[config.mk]
export PLATFORM = sky130hd
export DESIGN_NAME = cps_sequencer
export DESIGN_NICKNAME = d
export VERILOG_FILES = /design/src/cps_pkg.sv /design/src/cps_sequencer.sv /design/src/cps_debounce.sv
export SDC_FILE = /design/constraint.sdc
export NUM_CORES = 1
export LEC_CHECK = 0
export CORE_MARGIN = 3
export CORE_UTILIZATION = 30
export DETAILED_ROUTE_END_ITERATION = 8
export DONT_BUFFER_PORTS = 1
export SLEW_MARGIN = 20
export SYNTH_ARGS = -nofsm -noshare
export SYNTH_HDL_FRONTEND = slang
export SYNTH_SLANG_ARGS = --single-unit
export TNS_END_PERCENT = 30
[constraint.sdc]
create_clock -name i_clk -period 2.46 [get_ports i_clk]
set_input_delay 0.123 -clock i_clk [delete_from_list [all_inputs] [get_ports i_clk]]
set_output_delay 0.123 -clock i_clk [all_outputs]
set_load 0.005 [all_outputs]
[src/cps_pkg.sv]
// package for the chassis power sequencer: timing, encodings, register map
// assumes a single free-running 50 MHz clock
package cps_pkg;

   localparam int unsigned CLK_HZ      = 50_000_000;
   localparam int unsigned CYC_PER_MS  = CLK_HZ / 1000;

   // times in milliseconds, counts derived from the clock rate
   localparam int unsigned HOLD_MS     = 6000;
   localparam int unsigned BLINK_MS    = 500;
   localparam int unsigned DEBOUNCE_MS = 10;
   localparam int unsigned FAN_WAIT_MS = 10000;
   localparam int unsigned HOLD_CYC    = HOLD_MS * CYC_PER_MS;
   localparam int unsigned BLINK_CYC   = BLINK_MS * CYC_PER_MS;
   localparam int unsigned DB_CYC      = DEBOUNCE_MS * CYC_PER_MS;
   localparam int unsigned FAN_CYC     = FAN_WAIT_MS * CYC_PER_MS;

   localparam int CNT_W  = 32;
   localparam int ADDR_W = 4;
   localparam int DATA_W = 8;

   // register map
   localparam logic [ADDR_W-1:0] REG_CTRL   = 4'h0;
   localparam logic [ADDR_W-1:0] REG_STATUS = 4'h1;
   localparam int CTRL_SHDN_BIT = 0;
   localparam int CTRL_AUTO_BIT = 1;
   localparam logic CTRL_AUTO_RST = 1'b0;

   typedef enum logic [2:0] {
      ST_OFF     = 3'h0,
      ST_UP      = 3'h1,
      ST_ON      = 3'h2,
      ST_SHDN    = 3'h3,
      ST_FLT_OFF = 3'h4,
      ST_UP_FAIL = 3'h5
   } cps_state_t;

   // lamp codes {red, green}; amber lights both
   localparam logic [1:0] LAMP_DARK  = 2'h0;
   localparam logic [1:0] LAMP_GREEN = 2'h1;
   localparam logic [1:0] LAMP_RED   = 2'h2;
   localparam logic [1:0] LAMP_AMBER = 2'h3;

endpackage

[src/cps_sequencer.sv]
// chassis power sequencer: power-up, graceful shutdown, pilot and status lamps
// assumes i_nrst is the power-on reset released when AC mains appear
//
// The placing of the registers and the strobed register port were decided locally.
`timescale 1ns/1ps
module cps_sequencer
   import cps_pkg::*;
#(
   parameter int unsigned HOLD_CYCLES  = HOLD_CYC,
   parameter int unsigned BLINK_CYCLES = BLINK_CYC,
   parameter int unsigned DB_CYCLES    = DB_CYC,
   parameter int unsigned FAN_CYCLES   = FAN_CYC
) (
   input  wire logic              i_clk,
   input  wire logic              i_nrst,
   input  wire logic              i_button,
   input  wire logic              i_key_unlocked,
   input  wire logic              i_fans_ok,
   input  wire logic              i_fault,
   input  wire logic              i_warn,
   input  wire logic              i_host_off,
   input  wire logic [ADDR_W-1:0] i_addr,
   input  wire logic [DATA_W-1:0] i_wdata,
   input  wire logic              i_wr,
   input  wire logic              i_rd,
   output logic      [DATA_W-1:0] o_rdata,
   output logic                   o_rails_en,
   output logic                   o_host_shdn,
   output logic                   o_pilot_red,
   output logic                   o_pilot_green,
   output logic                   o_stat_red,
   output logic                   o_stat_green
);

   logic             btn_db;
   logic             key_db;
   cps_state_t       st_q;
   cps_state_t       st_d;
   logic             boot_q;
   logic [CNT_W-1:0] hold_q;
   logic             fired_q;
   logic             hold_hit;
   logic [CNT_W-1:0] tmr_q;
   logic [CNT_W-1:0] blink_cnt_q;
   logic             blink_q;
   logic             fault_q;
   logic             restart_q;
   logic             auto_en_q;
   logic             sw_req;
   logic             go_down;
   logic             auto_go;
   logic [1:0]       pilot_d;
   logic [1:0]       stat_d;

   function automatic logic [1:0] pilot_code(input cps_state_t s, input logic ph,
                                             input logic warn, input logic rst);
      logic [1:0] c;
      c = LAMP_AMBER;
      unique case (s)
         ST_OFF:     c = LAMP_AMBER;
         ST_FLT_OFF: c = ph ? LAMP_RED : LAMP_AMBER;
         ST_UP_FAIL: c = LAMP_RED;
         ST_UP:      c = ph ? LAMP_RED : LAMP_DARK;
         ST_ON, ST_SHDN: begin
            if (rst) begin
               c = ph ? LAMP_RED : LAMP_GREEN;
            end else if (warn) begin
               c = ph ? LAMP_RED : LAMP_DARK;
            end else begin
               c = LAMP_GREEN;
            end
         end
         default:    c = LAMP_AMBER;
      endcase
      return c;
   endfunction

   cps_debounce #(
      .STABLE_CYC (DB_CYCLES)
   ) u_db_btn (
      .i_clk   (i_clk),
      .i_nrst  (i_nrst),
      .i_raw   (i_button),
      .o_level (btn_db)
   );

   cps_debounce #(
      .STABLE_CYC (DB_CYCLES)
   ) u_db_key (
      .i_clk   (i_clk),
      .i_nrst  (i_nrst),
      .i_raw   (i_key_unlocked),
      .o_level (key_db)
   );

   // hold timer: only an unlocked, unbroken press ever reaches the end
   always_ff @(posedge i_clk or negedge i_nrst) begin
      if (!i_nrst) begin
         hold_q <= '0;
      end else if (!btn_db || !key_db || fired_q) begin
         hold_q <= '0;
      end else begin
         hold_q <= hold_q + 32'h1;
      end
   end

   assign hold_hit = btn_db && key_db && !fired_q && hold_q == CNT_W'(HOLD_CYCLES - 1);

   // one action per press; a held button must be released before the next
   always_ff @(posedge i_clk or negedge i_nrst) begin
      if (!i_nrst) begin
         fired_q <= 1'b0;
      end else if (!btn_db) begin
         fired_q <= 1'b0;
      end else if (hold_hit) begin
         fired_q <= 1'b1;
      end
   end

   // shared blink phase for every flashing pattern
   always_ff @(posedge i_clk or negedge i_nrst) begin
      if (!i_nrst) begin
         blink_cnt_q <= '0;
         blink_q     <= 1'b0;
      end else if (blink_cnt_q == CNT_W'(BLINK_CYCLES - 1)) begin
         blink_cnt_q <= '0;
         blink_q     <= !blink_q;
      end else begin
         blink_cnt_q <= blink_cnt_q + 32'h1;
      end
   end

   // software bits; a shutdown write only counts while the key is unlocked
   assign sw_req = i_wr && i_addr == REG_CTRL && i_wdata[CTRL_SHDN_BIT] && key_db;

   always_ff @(posedge i_clk or negedge i_nrst) begin
      if (!i_nrst) begin
         auto_en_q <= CTRL_AUTO_RST;
      end else if (i_wr && i_addr == REG_CTRL) begin
         auto_en_q <= i_wdata[CTRL_AUTO_BIT];
      end
   end

   always_ff @(posedge i_clk or negedge i_nrst) begin
      if (!i_nrst) begin
         o_rdata <= '0;
      end else if (i_rd && i_addr == REG_CTRL) begin
         o_rdata <= DATA_W'({auto_en_q, 1'b0});
      end else if (i_rd && i_addr == REG_STATUS) begin
         o_rdata <= DATA_W'({fault_q, restart_q, key_db, btn_db, st_q});
      end else begin
         o_rdata <= '0;
      end
   end

   // fault always wins; button and software need the key (hold_hit already does)
   assign go_down = i_fault || hold_hit || sw_req;
   assign auto_go = auto_en_q && !i_fault;

   always_comb begin
      st_d = st_q;
      unique case (st_q)
         ST_OFF: begin
            if (boot_q || hold_hit) begin
               st_d = ST_UP;
            end
         end
         ST_FLT_OFF: begin
            if (hold_hit || auto_go) begin
               st_d = ST_UP;
            end
         end
         ST_UP: begin
            if (i_fault || tmr_q == CNT_W'(FAN_CYCLES - 1)) begin
               st_d = ST_UP_FAIL;
            end else if (i_fans_ok) begin
               st_d = ST_ON;
            end
         end
         ST_ON: begin
            if (go_down) begin
               st_d = ST_SHDN;
            end
         end
         ST_SHDN: begin
            if (i_host_off) begin
               st_d = fault_q ? ST_FLT_OFF : ST_OFF;
            end
         end
         ST_UP_FAIL: begin
            if (tmr_q == CNT_W'(BLINK_CYCLES - 1)) begin
               st_d = ST_OFF;
            end
         end
         default: st_d = ST_OFF;
      endcase
   end

   always_ff @(posedge i_clk or negedge i_nrst) begin
      if (!i_nrst) begin
         st_q <= ST_OFF;
      end else begin
         st_q <= st_d;
      end
   end

   // power-on reset means AC just appeared, so the first pass starts up
   always_ff @(posedge i_clk or negedge i_nrst) begin
      if (!i_nrst) begin
         boot_q <= 1'b1;
      end else if (st_q != ST_OFF) begin
         boot_q <= 1'b0;
      end
   end

   // state timer for fan wait and failure display
   always_ff @(posedge i_clk or negedge i_nrst) begin
      if (!i_nrst) begin
         tmr_q <= '0;
      end else if (st_d != st_q) begin
         tmr_q <= '0;
      end else begin
         tmr_q <= tmr_q + 32'h1;
      end
   end

   always_ff @(posedge i_clk or negedge i_nrst) begin
      if (!i_nrst) begin
         fault_q <= 1'b0;
      end else if (st_q == ST_ON && i_fault) begin
         fault_q <= 1'b1;
      end else if (st_q == ST_FLT_OFF && st_d == ST_UP) begin
         fault_q <= 1'b0;
      end
   end

   // unattended restart is recorded until the state next enters ST_OFF or ST_FLT_OFF
   always_ff @(posedge i_clk or negedge i_nrst) begin
      if (!i_nrst) begin
         restart_q <= 1'b0;
      end else if (st_q == ST_FLT_OFF && st_d == ST_UP) begin
         restart_q <= !hold_hit;
      end else if (st_d == ST_OFF || st_d == ST_FLT_OFF) begin
         restart_q <= 1'b0;
      end
   end

   // lamps follow the next state so they change in step with st_q
   assign pilot_d = pilot_code(st_d, blink_q, i_warn, restart_q);
   assign stat_d  = st_d == ST_SHDN ? LAMP_RED :
                    (st_d == ST_ON || st_d == ST_UP) ? LAMP_GREEN : LAMP_AMBER;

   always_ff @(posedge i_clk or negedge i_nrst) begin
      if (!i_nrst) begin
         o_pilot_red   <= 1'b0;
         o_pilot_green <= 1'b0;
         o_stat_red    <= 1'b0;
         o_stat_green  <= 1'b0;
      end else begin
         o_pilot_red   <= pilot_d[1];
         o_pilot_green <= pilot_d[0];
         o_stat_red    <= stat_d[1];
         o_stat_green  <= stat_d[0];
      end
   end

   // rails stay on through the whole shutdown wait; no timeout by design
   always_ff @(posedge i_clk or negedge i_nrst) begin
      if (!i_nrst) begin
         o_rails_en  <= 1'b0;
         o_host_shdn <= 1'b0;
      end else begin
         o_rails_en  <= st_d == ST_UP || st_d == ST_ON || st_d == ST_SHDN;
         o_host_shdn <= st_d == ST_SHDN;
      end
   end
endmodule

[src/cps_debounce.sv]
// debouncer for one slow operator contact
// assumes the input is already synchronous to i_clk
`timescale 1ns/1ps
module cps_debounce
   import cps_pkg::*;
#(
   parameter int unsigned STABLE_CYC = DB_CYC
) (
   input  wire logic i_clk,
   input  wire logic i_nrst,
   input  wire logic i_raw,
   output logic      o_level
);

   logic [CNT_W-1:0] cnt_q;
   logic             lvl_q;

   // the level only follows after the input has held for the whole window
   always_ff @(posedge i_clk or negedge i_nrst) begin
      if (!i_nrst) begin
         cnt_q <= '0;
      end else if (i_raw == lvl_q) begin
         cnt_q <= '0;
      end else begin
         cnt_q <= cnt_q + 32'h1;
      end
   end

   always_ff @(posedge i_clk or negedge i_nrst) begin
      if (!i_nrst) begin
         lvl_q <= 1'b0;
      end else if (i_raw != lvl_q && cnt_q >= CNT_W'(STABLE_CYC - 1)) begin
         lvl_q <= i_raw;
      end
   end

   assign o_level = lvl_q;

endmodule

==> impl_metrics.toml <==
[place]
dpl.hpwl_um = 12800
io_buffer_count = 0
place_area_um2 = 10200
dp_cells = 1360
pre_cts_ws_ns = -0.375
gp_congestion = 0.795

[run_status]
status = "finished, violations left"
failed_checks = "hold timing, setup timing"

[timing]
fin_tns_setup_ns = -7.06
rsz0062_at_grt = "true"
relSlewSlack_pct = 64.6
max_clock_freq_mhz = 371
timing.final.crit_share_pct = 110
slew_viol_final = 0
setup_viol_count_final = 35
finClkSkew_ns = 0.0117
finalHoldViolCount = 184
tightest_slew_ns = 0.527
fin_crit_ns = 2.70
hold_ws_ns = -0.609
fin_ws_ns = -0.238

[finish]
drive_above_1_share_pct = 17.8
n_fill_cell = 2947
seq_area_um2 = 4610
syn2layout_area_growth_pct = 20.9
final_cell_area_um2 = 11000
multi_input_area_um2 = 4360
layout.cells.non_filler = 1400
antennaDiodeCount = 0
final_nets = 1026

[floorplan]
core_area_um2 = 29700
io-pin-count = 36
rows = 63
die_x_um = 180
die_y_um = 180
die_area_um2 = 32400
initial_utilization_pct = 30.5

[detailed_routing]
drc_errors = 0
first_pass_iters = 5
wl_per_cell_um = 13.5
ant_nets = 0
drt_wl_total_um = 18900
first_iter_violations = 427
vias_per_cell = 4.76
num_vias = 6665

[critical_path]
critPathLaunchType = "register"
crit_path_end_kind = "register"
arrival_ns = 3.05
regToRegSetupSlack_ns = -0.24
path_max_fanout = 10
required_ns = 2.81
critical_path_class = "register to register"

[cts]
insertion_delay_ns = 0.43
clkTransAtPathRegs_ns = 0.07
postCtsHoldBufs = 9
clockRootBuffer = "clkbuf_16"
cts_tree = "built"
htree_num_levels = 4
cts_sinks = 184
cts_buffer_depth = 2
cts_inserted_buffers = 17

[global_routing]
antenna_found_initial = 1
grt_pass1_wl_um = 32600
grt_pass1_vias = 6552
grtUsageTotal_pct = 11.9
grt_max_degree = 185
overflow = 0

[power]
p_int_mw = 4.88
clkPwrFrac_pct = 41.7
p_switching_mw = 1.58
seqPwrFrac_pct = 49.1
power.density_nw_per_um2 = 589
leakage_nw = 4.67
switching_share_pct = 24.5
p_comb_share_pct = 9.1
power_mw = 6.46
vdd_drop_max_mv = 0.389

[synth]
syn-cell-area_um2 = 9070
syn_inst = 898
async_flop_share_pct = 100
ys_warn_count = 0
synth-main-ff-cell = "dfrtp_1"
synth_nets = 925
avgSynthCellArea_um2 = 10.1
ys_types = 50
synth-edff-count = 0
ys_seq_area_share_pct = 50.8
ys_ff_latch = 184

[flow_run]
drv_cap = 0

[hold_path]
hold_path.class = "input pin to async pin"
per-layer routing:
layer  wire, um  track usage (%)
met2       8800             18.9
met4        170             2.82
met1       9270             16.6
met5         13                0
met3        624             2.95
final timing paths:
path	depth (start not counted)	start	endpoint
worst max-delay path	7	tmr_q[21]$_DFF_PN0_	tmr_q[7]$_DFF_PN0_
max in group asynchronous	0	i_nrst	boot_q$_DFFE_PN1N_
worst max register to register	7	tmr_q[21]$_DFF_PN0_	tmr_q[7]$_DFF_PN0_
min in group i_clk	3	i_key_unlocked	u_db_key.cnt_q[2]$_DFF_PN0_
worst min register to register	1	u_db_key.cnt_q[0]$_DFF_PN0_	u_db_key.cnt_q[0]$_DFF_PN0_
worst min-delay path	0	i_nrst	tmr_q[3]$_DFF_PN0_
through the flow:
step	util, %	hold slack, ns
final	36.9	-0.609
after global routing	36.9	-0.634
after CTS	36.7	-0.631
after detailed placement	34.4	-0.164
after floorplan	-	-0.173
after global placement	34.4	-0.163
power by group through the flow:
stage / registers [mW] / logic, mW / clock network (mW)
detailed placement: 3.23 / 0.587 / 0
floorplan: 3.22 / 0.345 / 0
global route: 3.18 / 0.656 / 2.89
global placement: 3.23 / 0.587 / 0
CTS: 3.18 / 0.605 / 2.77
finish: 3.17 / 0.591 / 2.70
final cells by class:
| cell class | instances | share of cell area [%] |
|---|---|---|
| Sequential cell | 184 | 42.0 |
| Multi-Input combinational cell | 677 | 39.7 |
| Timing Repair Buffer | 110 | 8.31 |
| Tap cell | 390 | 4.45 |
| Clock buffer | 22 | 4.32 |
| Clock inverter | 8 | 0.890 |
| Inverter | 9 | 0.308 |
state kept, by name, indices dropped and copies added, names as in the netlist, 3 cells and up:
signal	count
blink_cnt_q	32
hold_q	32
tmr_q	32
u_db_btn.cnt_q	32
u_db_key.cnt_q	32
o_rdata	7
st_q	3
timing repair:
item / 4_1_cts / 5_1_grt
endpoints found under the setup margin: 37 / 41
resized for setup: 10 / 4
setup buffers: 0 / 0
pin swaps: 3 / 5
cloned: 0 / 1
endpoints found under the hold margin: 191 / 184
kinds of logic after synthesis:
kind of cell	share of synthesized area (%)
and+or+nand+nor	25.6
DFF	50.8
xor gates and xnor gates	13.4
other	0.0413
muxes	0.593
buffers and inverters	2.23
AOI/OAI and AO/OA	6.61
adders and majority gates	0.690
placed cells by master, fill, tap and decap left out, types with 3 or more instances in the layout:
| cell | instances |
|---|---|
| dfrtp_1 | 183 |
| nor2_1 | 117 |
| buf_4 | 96 |
| xor2_1 | 81 |
| nand2_1 | 63 |
| nand3_1 | 62 |
| xnor2_1 | 56 |
| nand4_1 | 31 |
| a21oi_2 | 30 |
| and3_1 | 25 |
| nor3_1 | 23 |
| a21oi_1 | 22 |
| o21ai_0 | 18 |
| or3_1 | 18 |
| clkbuf_16 | 18 |
| nor4_1 | 17 |
| and4_1 | 15 |
| and2_1 | 13 |
| nor2b_1 | 9 |
| inv_1 | 9 |
| dlygate4sd3_1 | 9 |
| nand3b_1 | 8 |
| or4_1 | 6 |
| nor4b_1 | 5 |
| nand2b_1 | 5 |
| ha_1 | 5 |
| o41ai_1 | 4 |
| and4b_1 | 3 |
| nor4_2 | 3 |
| a22o_1 | 3 |
| mux2_2 | 3 |
| clkinvlp_4 | 3 |
| clkinv_2 | 3 |
| clkbuf_8 | 3 |
| buf_12 | 3 |
synthesized netlist by cell type (all sizes together), types with 2 or more instances:
library cell / instances / area share (%)
o211ai: 2 / 0.17
xnor2: 58 / 5.6
nor2b: 9 / 0.62
or4: 8 / 0.70
o21ai: 19 / 1.0
or2: 2 / 0.14
mux2: 3 / 0.37
nand2b: 5 / 0.34
dfrtp: 183 / 50
nand3: 62 / 3.4
nand3b: 8 / 0.66
nand4: 31 / 2.1
ha: 5 / 0.69
nand2: 63 / 2.6
xor2: 81 / 7.8
mux2i: 2 / 0.22
o41ai: 4 / 0.39
and4: 15 / 1.4
buf: 8 / 1.0
and3: 25 / 1.7
nor3: 23 / 1.3
o21bai: 2 / 0.17
a22o: 4 / 0.39
nor4: 21 / 1.4
a21oi: 52 / 4.1
clkbuf: 20 / 0.83
nor3b: 2 / 0.17
nor4bb: 2 / 0.22
nor4b: 6 / 0.58
inv: 9 / 0.37
or3: 18 / 1.2
and2: 13 / 0.90
nand4b: 3 / 0.46
and4b: 3 / 0.33
nor2: 118 / 4.9
worst max-delay path: stages, from the launching register on:
cell and delay [ns]:
dfrtp_1 0.37, nand4bb_1 0.20, or4_1 0.53, or4_4 0.43
a22o_1 0.21, or4_4 0.55, clkbuf_16 0.21, a21oi_2 0.13
(Power assumes the default switching activity.)
